===== config.mk =====
export PLATFORM = sky130hd
export DESIGN_NAME = fpfc_converter
export DESIGN_NICKNAME = d
export VERILOG_FILES = /design/src/hdl/fpfc_pkg.sv /design/src/hdl/fpfc_ieee_class.sv /design/src/hdl/fpfc_converter.sv
export SDC_FILE = /design/constraint.sdc
export NUM_CORES = 1
export LEC_CHECK = 0
export ABC_AREA = 1
export BUFFER_PORTS_ARGS = -buffer_cell sky130_fd_sc_hd__buf_2
export CORE_UTILIZATION = 49
export DETAILED_ROUTE_END_ITERATION = 12
export GPL_TIMING_DRIVEN = 0
export PLACE_DENSITY = 0.81
export SYNTH_ARGS = -nofsm -noshare
export SYNTH_HDL_FRONTEND = slang
export SYNTH_SLANG_ARGS = --single-unit

===== constraint.sdc =====
create_clock -name clk -period 1.5 [get_ports clk]
set_input_delay 0.225 -clock clk [delete_from_list [all_inputs] [get_ports clk]]
set_output_delay 0.225 -clock clk [all_outputs]
set_load 0.01 [all_outputs]

===== src/hdl/fpfc_pkg.sv =====
// shared constants and types for the floating-point format converter
package fpfc_pkg;
    // field widths
    localparam int FPFC_EXP_W = 8;
    localparam int FPFC_SHORT_EXP_W = 4;
    localparam int FPFC_SHORT_MAN_W = 12;
    localparam int FPFC_SINGLE_MAN_W = 24;
    localparam int FPFC_EXT_MAN_W = 32;
    localparam int FPFC_SHORT_W = 16;
    localparam int FPFC_WORD_W = 32;
    localparam int FPFC_EXT_W = 40;
    // zero-fill counts for widening
    localparam int FPFC_SH2SG_FILL = 12;
    localparam int FPFC_SH2EX_FILL = 20;
    localparam int FPFC_SG2EX_FILL = 8;
    // native single word field positions
    localparam int FPFC_SG_EXP_HI = 31;
    localparam int FPFC_SG_EXP_LO = 24;
    localparam int FPFC_SG_SIGN = 23;
    localparam int FPFC_SG_FRAC_HI = 22;
    // short word field positions
    localparam int FPFC_SH_EXP_HI = 15;
    localparam int FPFC_SH_EXP_LO = 12;
    localparam int FPFC_SH_SIGN = 11;
    // extended word field positions
    localparam int FPFC_EX_EXP_HI = 39;
    localparam int FPFC_EX_EXP_LO = 32;
    localparam int FPFC_EX_SIGN = 31;
    // reserved zero exponents
    localparam logic [7:0] FPFC_ZERO_EXP = 8'h80;
    localparam logic [3:0] FPFC_SHORT_ZERO_EXP = 4'h8;
    // ieee fields
    localparam logic [7:0] FPFC_IEEE_EXP_MAX = 8'hFF;
    localparam logic [7:0] FPFC_IEEE_BIAS = 8'h7F;
    localparam logic [8:0] FPFC_IEEE_DENORM_EXP = 9'h182; // -126
    localparam logic [40:0] FPFC_EXT_ZERO = {1'b0, 8'h80, 32'h00000000};
    // source and target format selects
    typedef enum logic [2:0] {
        FPFC_FMT_SHORT = 3'b001,
        FPFC_FMT_SINGLE = 3'b010,
        FPFC_FMT_EXT = 3'b100
    } fpfc_fmt_t;
    // ieee class, one-hot
    typedef enum logic [4:0] {
        FPFC_CLS_ZERO = 5'b00001,
        FPFC_CLS_DENORM = 5'b00010,
        FPFC_CLS_NORM = 5'b00100,
        FPFC_CLS_INF = 5'b01000,
        FPFC_CLS_NAN = 5'b10000
    } fpfc_cls_t;
endpackage : fpfc_pkg


===== src/hdl/fpfc_ieee_class.sv =====
// ieee single field splitter and classifier
`timescale 1ns/1ps
module fpfc_ieee_class
    import fpfc_pkg::*;
(
    // input word
    input wire logic [31:0] ieee_word,
    // decoded fields
    output logic ieee_sign,
    output logic [7:0] ieee_exp,
    output logic [22:0] ieee_frac,
    output logic [8:0] ieee_unbiased_exp,
    output logic [23:0] ieee_magnitude,
    output fpfc_cls_t ieee_class
);
    // sign on top, then biased exponent, then magnitude fraction
    assign ieee_sign = ieee_word[31];
    assign ieee_exp = ieee_word[30:23];
    assign ieee_frac = ieee_word[22:0];

    // exponent taken unsigned; denormals use fixed -126 and no hidden one
    always_comb begin
        if (ieee_exp == 8'h00) begin
            ieee_unbiased_exp = FPFC_IEEE_DENORM_EXP;
            ieee_magnitude = {1'b0, ieee_frac};
        end else begin
            ieee_unbiased_exp = {1'b0, ieee_exp} - {1'b0, FPFC_IEEE_BIAS};
            ieee_magnitude = {1'b1, ieee_frac};
        end
    end

    // classification by unsigned exponent and fraction
    always_comb begin
        if (ieee_exp == FPFC_IEEE_EXP_MAX) begin
            ieee_class = (ieee_frac != 23'h000000) ? FPFC_CLS_NAN : FPFC_CLS_INF;
        end else if (ieee_exp == 8'h00) begin
            ieee_class = (ieee_frac != 23'h000000) ? FPFC_CLS_DENORM : FPFC_CLS_ZERO;
        end else begin
            ieee_class = FPFC_CLS_NORM;
        end
    end
endmodule : fpfc_ieee_class


===== src/hdl/fpfc_converter.sv =====
// native format converter: decode, widen/narrow, encode, ieee classify
`timescale 1ns/1ps
module fpfc_converter
    import fpfc_pkg::*;
(
    // clock and reset
    input wire logic clk,
    input wire logic srst,
    // operand in
    input wire logic op_valid,
    input wire logic [39:0] op_word,
    input wire fpfc_fmt_t op_src_fmt,
    input wire fpfc_fmt_t op_dst_fmt,
    // converted result, registered
    output logic res_valid,
    output logic [39:0] res_word,
    output logic res_is_zero,
    output logic [7:0] res_exp,
    output logic res_sign,
    output logic [32:0] res_full_man,
    // ieee decode path
    input wire logic [31:0] ieee_word,
    output logic ieee_sign,
    output logic [8:0] ieee_unbiased_exp,
    output logic [23:0] ieee_magnitude,
    output fpfc_cls_t ieee_class
);
    // common internal form: extended exponent, sign, 31-bit fraction, zero flag
    logic [7:0] dec_exp;
    logic dec_sign;
    logic [30:0] dec_frac;
    logic dec_zero;
    logic [39:0] enc_word_d;
    logic [32:0] full_man_d;

    // explicit mantissa with implied nonsign bit left of the point
    function automatic logic [32:0] fpfc_full_man(input logic s, input logic [30:0] f);
        fpfc_full_man = {s, ~s, f};
    endfunction : fpfc_full_man

    // decode source into internal form, all combinational so no cycle is added
    always_comb begin
        dec_exp = FPFC_ZERO_EXP;
        dec_sign = 1'b0;
        dec_frac = 31'h00000000;
        dec_zero = 1'b1;
        case (op_src_fmt)
            FPFC_FMT_SHORT: begin
                // short: sign-extend exponent, fraction left justified
                dec_exp = {{4{op_word[FPFC_SH_EXP_HI]}},
                    op_word[FPFC_SH_EXP_HI:FPFC_SH_EXP_LO]};
                dec_sign = op_word[FPFC_SH_SIGN];
                dec_frac = {op_word[10:0], 20'h00000};
                dec_zero = (op_word[FPFC_SH_EXP_HI:FPFC_SH_EXP_LO]
                    == FPFC_SHORT_ZERO_EXP);
            end
            FPFC_FMT_SINGLE: begin
                dec_exp = op_word[FPFC_SG_EXP_HI:FPFC_SG_EXP_LO];
                dec_sign = op_word[FPFC_SG_SIGN];
                dec_frac = {op_word[FPFC_SG_FRAC_HI:0], 8'h00};
                dec_zero = (op_word[FPFC_SG_EXP_HI:FPFC_SG_EXP_LO] == FPFC_ZERO_EXP);
            end
            FPFC_FMT_EXT: begin
                dec_exp = op_word[FPFC_EX_EXP_HI:FPFC_EX_EXP_LO];
                dec_sign = op_word[FPFC_EX_SIGN];
                dec_frac = op_word[30:0];
                dec_zero = (op_word[FPFC_EX_EXP_HI:FPFC_EX_EXP_LO] == FPFC_ZERO_EXP);
            end
            default: begin
                dec_zero = 1'b1;
            end
        endcase
    end

    // encode into target; zero always maps to the reserved encoding
    always_comb begin
        enc_word_d = FPFC_EXT_ZERO[39:0];
        case (op_dst_fmt)
            FPFC_FMT_SHORT: begin
                // narrowing to short is not a documented path; low-bit truncation kept
                if (dec_zero) begin
                    enc_word_d = {24'h000000, FPFC_SHORT_ZERO_EXP, 12'h000};
                end else begin
                    enc_word_d = {24'h000000, dec_exp[3:0], dec_sign, dec_frac[30:20]};
                end
            end
            FPFC_FMT_SINGLE: begin
                if (dec_zero) begin
                    enc_word_d = {8'h00, FPFC_ZERO_EXP, 24'h000000};
                end else begin
                    // upper 23 fraction bits kept, 8 dropped without rounding
                    enc_word_d = {8'h00, dec_exp, dec_sign, dec_frac[30:8]};
                end
            end
            FPFC_FMT_EXT: begin
                if (dec_zero) begin
                    enc_word_d = {FPFC_ZERO_EXP, 32'h00000000};
                end else begin
                    enc_word_d = {dec_exp, dec_sign, dec_frac};
                end
            end
            default: begin
                enc_word_d = {FPFC_ZERO_EXP, 32'h00000000};
            end
        endcase
    end

    // explicit mantissa for the arithmetic path; zero gives all zeros
    always_comb begin
        full_man_d = dec_zero ? 33'h000000000 : fpfc_full_man(dec_sign, dec_frac);
    end

    // single register stage: the conversion shares the operation's own cycle
    always_ff @(posedge clk) begin
        if (srst) begin
            res_valid <= 1'b0;
        end else begin
            res_valid <= op_valid;
        end
    end

    // result data, loaded with every valid operand
    always_ff @(posedge clk) begin
        if (srst) begin
            res_word <= {FPFC_ZERO_EXP, 32'h00000000};
            res_is_zero <= 1'b1;
            res_exp <= FPFC_ZERO_EXP;
            res_sign <= 1'b0;
            res_full_man <= 33'h000000000;
        end else if (op_valid) begin
            res_word <= enc_word_d;
            res_is_zero <= dec_zero;
            res_exp <= dec_zero ? FPFC_ZERO_EXP : dec_exp;
            res_sign <= dec_zero ? 1'b0 : dec_sign;
            res_full_man <= full_man_d;
        end
    end

    // ieee classifier
    fpfc_ieee_class u_ieee (
        .ieee_word(ieee_word),
        .ieee_sign(ieee_sign),
        .ieee_exp(),
        .ieee_frac(),
        .ieee_unbiased_exp(ieee_unbiased_exp),
        .ieee_magnitude(ieee_magnitude),
        .ieee_class(ieee_class)
    );
endmodule : fpfc_converter


# [Yosys cells after proc, flatten, opt, wreduce, memory -nomap -nowiden]
# Index checks and enable logic that the tools add are counted.
[totals] input_bits=81 out_inout_bits=123 ff_bits=84 wordCells=37
[classes] n_eq_ne=10 bitwise=1 mux=17 addsub=1 n_reduce_logical=2
[ops] operator="one-hot mux 40 bit (3 select lines)" count=1
[ops] operator="one-hot mux 31 bit (3 select lines)" count=1
[ops] operator="two-way mux 40 bit" count=1
[ops] operator="two-way mux 33 bit" count=1
[ops] operator="two-way mux 32 bit" count=1
[ops] operator="equality test 8 bit (second input constant)" count=3
[ops] operator="two-way mux 24 bit" count=1
[ops] operator="one-hot mux 8 bit (3 select lines)" count=1
[ops] operator="nonzero test 23 bit" count=1
[ops] operator="two-way mux 16 bit" count=1
[ops] operator="two-way mux 5 bit" count=3
[ops] operator="two-way mux 9 bit" count=1
[ops] operator="subtractor 8 x 7 -> 9 bit (second input constant)" count=1
[ops] operator="logical NOT 8 bit" count=1
[ops] operator="two-way mux 8 bit" count=1
[ops] operator="equality test 3 x 1 -> 1 bit (second input constant)" count=2
[ops] operator="equality test 3 x 2 -> 1 bit (second input constant)" count=2
[ops] operator="equality test 3 bit (second input constant)" count=2
[ops] operator="one-hot mux 1 bit (3 select lines)" count=2
[ops] operator="equality test 4 bit (second input constant)" count=1
[ops] operator="two-way mux 2 bit" count=1
[ops] operator="two-way mux 1 bit" count=1
[ops] operator="inverter 1 bit" count=1

# [Depth between registers and ports, before layout]
[depth] depth_word=4 mapped_depth=13 depth_no_buf=12

# [By module]
# A second synthesis with hierarchy kept.
[hier_totals] hier_cells=781 hier_area_um2=5127.4
[modules_own_cells] module="fpfc_converter" area_per_inst_um2=4355.4 seq_area_each_um2=1661.6 instances=1 cells_per_inst=656
[modules_own_cells] module="fpfc_ieee_class" area_per_inst_um2=772.0 seq_area_each_um2=0.0 instances=1 cells_per_inst=125

# [Least setup slack after synthesis]
# No wires, ideal clock.
[synth_path] path_type="input-to-output" start="in ieee_word[23]" end="out ieee_class[0]" t_arrival_ps=1297 cell_stages=6 path_slack_ps=-22 n_path_buf=0 t_required_ps=1275 path_cell_list="inv_1 > ha_1 > inv_1 > nor4_1 > inv_1 > nor2_1"
[synth_via] elab_chain_cells=3 elab_cells_between_ends=4 classes_between="1 x eq/ne; 2 x mux; 1 x reduce/logical"
[synth_rtl] element="start, declared" line="fpfc_converter.sv:22" rtl="input wire logic [31:0] ieee_word,"
[synth_rtl] element="logical NOT 8 bit" line="fpfc_ieee_class.sv:36" rtl="end else if (ieee_exp == 8'h00) begin"
[synth_rtl] element="two-way mux 5 bit" line="fpfc_ieee_class.sv:36"
[synth_rtl] element="two-way mux 5 bit *" line="fpfc_ieee_class.sv:34" rtl="if (ieee_exp == FPFC_IEEE_EXP_MAX) begin"
[synth_rtl] element="end, declared" line="fpfc_converter.sv:26" rtl="output fpfc_cls_t ieee_class"
# Mark *: on every way between the ends. The rest lies on a longest branch, timed or not.

# [Worst setup path after layout]
[layout_path] start="in ieee_word[23]" end="out ieee_unbiased_exp[7]"
[layout_via] elab_chain_cells=2 elab_cells_between_ends=3 classes_between="1 x add/sub; 1 x mux; 1 x reduce/logical"
[layout_rtl] element="subtractor 8 x 7 -> 9 bit / logical NOT 8 bit (equally long branches)" line="fpfc_ieee_class.sv:27, fpfc_ieee_class.sv:23"
[layout_rtl] element="two-way mux 9 bit *" line="fpfc_ieee_class.sv:23" rtl="if (ieee_exp == 8'h00) begin"
[layout_rtl] element="end, declared" line="fpfc_converter.sv:24" rtl="output logic [8:0] ieee_unbiased_exp,"
# Marks and branches as above.

==> results_dict.tcl <==
set metrics [dict create \
    hold_path_depth 3 \
    vias 6098 \
    violations "negative setup slack" \
    max_slew_margin 0.586 \
    rows 36 \
    finalPower_mw 5.21 \
    use_met3 0.0663 \
    final_nets 1050 \
    crit_type "in -> out" \
    dp_cells 1078 \
    ir_drop_v 0.000465 \
    fin_util 0.685 \
    diodes 0 \
    reg2reg_depth 2 \
    ant_nets 0 \
    hold-path-endpoint "res_word[39]$_SDFFE_PP1P_" \
    worstHoldStart "op_dst_fmt[2]" \
    max-clock-path-buffers 2 \
    synth_warnings 0 \
    reg2reg_to "res_word[39]$_SDFFE_PP1P_" \
    fin_skew_ns 0 \
    synth_cells 744 \
    syn2layout_area_growth_pct 35.6 \
    viasPerCell 5.52 \
    drt-initial-drc-count 592 \
    ys_seq_area_frac 0.337 \
    end_kind "output pin" \
    timing.final.crit_share 1.10 \
    max_freq_mhz 607 \
    coreArea_um2 9770 \
    grt_overflow_total 0 \
    grt_pass1_wl_mm 27.2 \
    hp-class "in -> reg" \
    timing.final.crit_period_ns 1.65 \
    grt_max_degree 17 \
    cp.required_ns 1.27 \
    drv_slew 0 \
    syn_area_um2 4940 \
    cts_tree "built" \
    wl_per_cell_um 16.8 \
    final-setup-viol-count 6 \
    crit_fanout 3 \
    syn_nets 827 \
    final-hold-violation-count 0 \
    synth.distinct_cells 42 \
    postSynthAreaPerCell_um2 6.64 \
    dieArea_um2 10500 \
    p_per_area_nw_per_um2 778 \
    holdWs_ns 0.250 \
    drive_above_1_share 0.357 \
    hold_buffers 0 \
    h-tree-depth 3 \
    wirelength_mm 18.6 \
    clkLatencyLatePin_ns 0.37 \
    drc 0 \
    cts_sinks 83 \
    cts_root_buf "clkbuf_8" \
    rsz0062_at_grt "yes" \
    fill_cells 875 \
    grt.total_usage 0.342 \
    clk_pin_slew_worst_paths_ns 0.09 \
    instances_no_fill 1105 \
    dr.pass1.iters 5 \
    grt_pass1_vias 5376 \
    met1_usage 0.455 \
    leakage_nw 3.34 \
    num_io_pins 204 \
    status "complete, but fails checks" \
    ys_seq_elements 83 \
    crit_arrival_ns 1.42 \
    die_w_um 102 \
    cts_buffers 9 \
    antenna_found_initial 0 \
    rr_startpoint "res_word[39]$_SDFFE_PP1P_" \
    synth_edf_count 0 \
    worst_pin_slew_ns 0.619 \
    fp.dieH_um 102 \
    worstSetupStartpointType "input port" \
    place.gp.congestion 0.997 \
    synthArstFlopShare 0 \
    busiest_layer "met2" \
    grt_use_met2 0.533 \
    cap_violations 0 \
    hpwl_mm 13.7 \
    setup_slack_ns -0.147 \
    port_buffers 201 \
    synth-main-ff-cell "dfxtp_1" \
    initial_core_util 0.505 \
    ff2ff_setup_slack_ns 0.80 \
]
## how the worst max path moves through the flow
| stage | start | cells past startpoint | slack, ns | to |
|---|---|---|---|---|
| 2_1_floorplan | ieee_word[23] | 6 | 0.13 | ieee_class[0] |
| 3_3_place_gp | op_valid | 6 | -0.46 | res_full_man[23]$_SDFFE_PP0P_ |
| 3_5_place_dp | op_valid | 6 | -0.44 | res_full_man[1]$_SDFFE_PP0P_ |
| 4_1_cts | ieee_word[24] | 10 | -0.004 | ieee_unbiased_exp[6] |
| 5_1_grt | ieee_word[23] | 10 | -0.21 | ieee_unbiased_exp[7] |
| 6_report | ieee_word[23] | 10 | -0.15 | ieee_unbiased_exp[7] |
## layout make-up
type | instances | area (µm²) | share of cell area
multi-input combinational | 523 | 2720 | 0.407
clock inverter | 7 | 105 | 0.0157
tap | 133 | 166 | 0.0249
inverter | 62 | 263 | 0.0392
clock buffer | 9 | 124 | 0.0185
timing repair buffer | 212 | 1200 | 0.179
buffer | 76 | 453 | 0.0676
sequential | 83 | 1660 | 0.248
## per-layer routing
metal,part of all wire,routed length [µm]
met5,0,0
met4,0.034,632
met3,0.095,1770
met2,0.46,8610
met1,0.41,7580
## synthesized netlist by cell type (2+ instances only)
master    count  area [µm²]
buf_2        17        85.1
o21ai_1       2        10.0
or2_2         3        18.8
o22ai_2       2        25.0
buf_1         4        15.0
nand4_1      45         282
a22o_1        3        26.3
inv_2         7        26.3
o211ai_1      5        37.5
nor4_1        6        37.5
buf_4        28         210
a21oi_1      48         240
nand3_2      11         110
nor2_1       36         135
nor3_1        2        10.0
xor2_1        2        17.5
o22ai_1      10        62.6
o21ai_0       4        20.0
inv_1        51         191
clkbuf_1     23        86.3
nand2_1     216         811
a21oi_2       3        26.3
nand2_2       3        18.8
dfxtp_1      83        1660
buf_6         3        33.8
clkinv_1      2        7.51
nand2_4       2        22.5
ha_1          2        25.0
nand3_1     108         541
## stage by stage
step / setup slack, ns / setup TNS, ns / cell area (µm²)
CTS: -0.00415 / -0.00735 / 6460
finish: -0.147 / -0.298 / 6700
floorplan: 0.130 / 0 / 4940
detailed placement: -0.445 / -21.08 / 6120
global route: -0.214 / -0.850 / 6700
global placement: -0.461 / -20.86 / 6120
## placed cells by master, fill, tap and decap left out, drive strengths merged
cell / netlist / final
bufinv: 0 / 2
o21ai: 6 / 6
nor3b: 1 / 1
clkbuf: 23 / 33
buf: 53 / 264
o2111ai: 1 / 1
nor4: 6 / 6
or2: 4 / 4
o31ai: 1 / 1
clkinv: 3 / 3
nor2: 38 / 38
nand4: 45 / 45
nand3b: 1 / 1
dfxtp: 83 / 83
o22ai: 12 / 12
a22o: 3 / 3
and3: 1 / 1
a21oi: 51 / 51
nand3: 120 / 120
ha: 2 / 2
o211ai: 5 / 5
inv: 59 / 63
clkinvlp: 0 / 1
xor2: 2 / 2
nand2: 222 / 222
nor3: 2 / 2
## cell families after synthesis
| kind of cell | share of synthesized area |
|---|---|
| simple gates | 0.419 |
| buf+inv | 0.142 |
| flops | 0.337 |
| compound gates | 0.0940 |
| xor+xnor | 0.00355 |
| fa+ha+maj | 0.00507 |
## critical path, cell delays in order
cell and delay (ns):
buf_8 0.09, inv_4 0.03, nor3_2 0.16, inv_1 0.09
nor2_2 0.15, inv_2 0.08, nor3_4 0.17, nand2_1 0.12
xor2_1 0.15, buf_2 0.15
## report_power, final
| group | switching, mW | internal, mW |
|---|---|---|
| combinational | 0.683 | 0.396 |
| clock | 0.915 | 0.967 |
| sequential | 0.0165 | 2.23 |
| total | 1.61 | 3.60 |
## state kept, by name, indices dropped and copies added, names as in the netlist
signal and count:
res_valid 1, res_is_zero 1, res_word 40, res_full_man 32, res_sign 1, res_exp 8
## timing repair
| action | 4_1_cts | 5_1_grt |
|---|---|---|
| pin swaps | 7 | 8 |
| endpoints found under the setup margin | 14 | 36 |
| gates cloned | 0 | 0 |
| endpoints found under the hold margin | 0 | 0 |
| buffers inserted | 5 | 7 |
| resized for setup | 21 | 53 |
(Power assumes the default switching activity.)
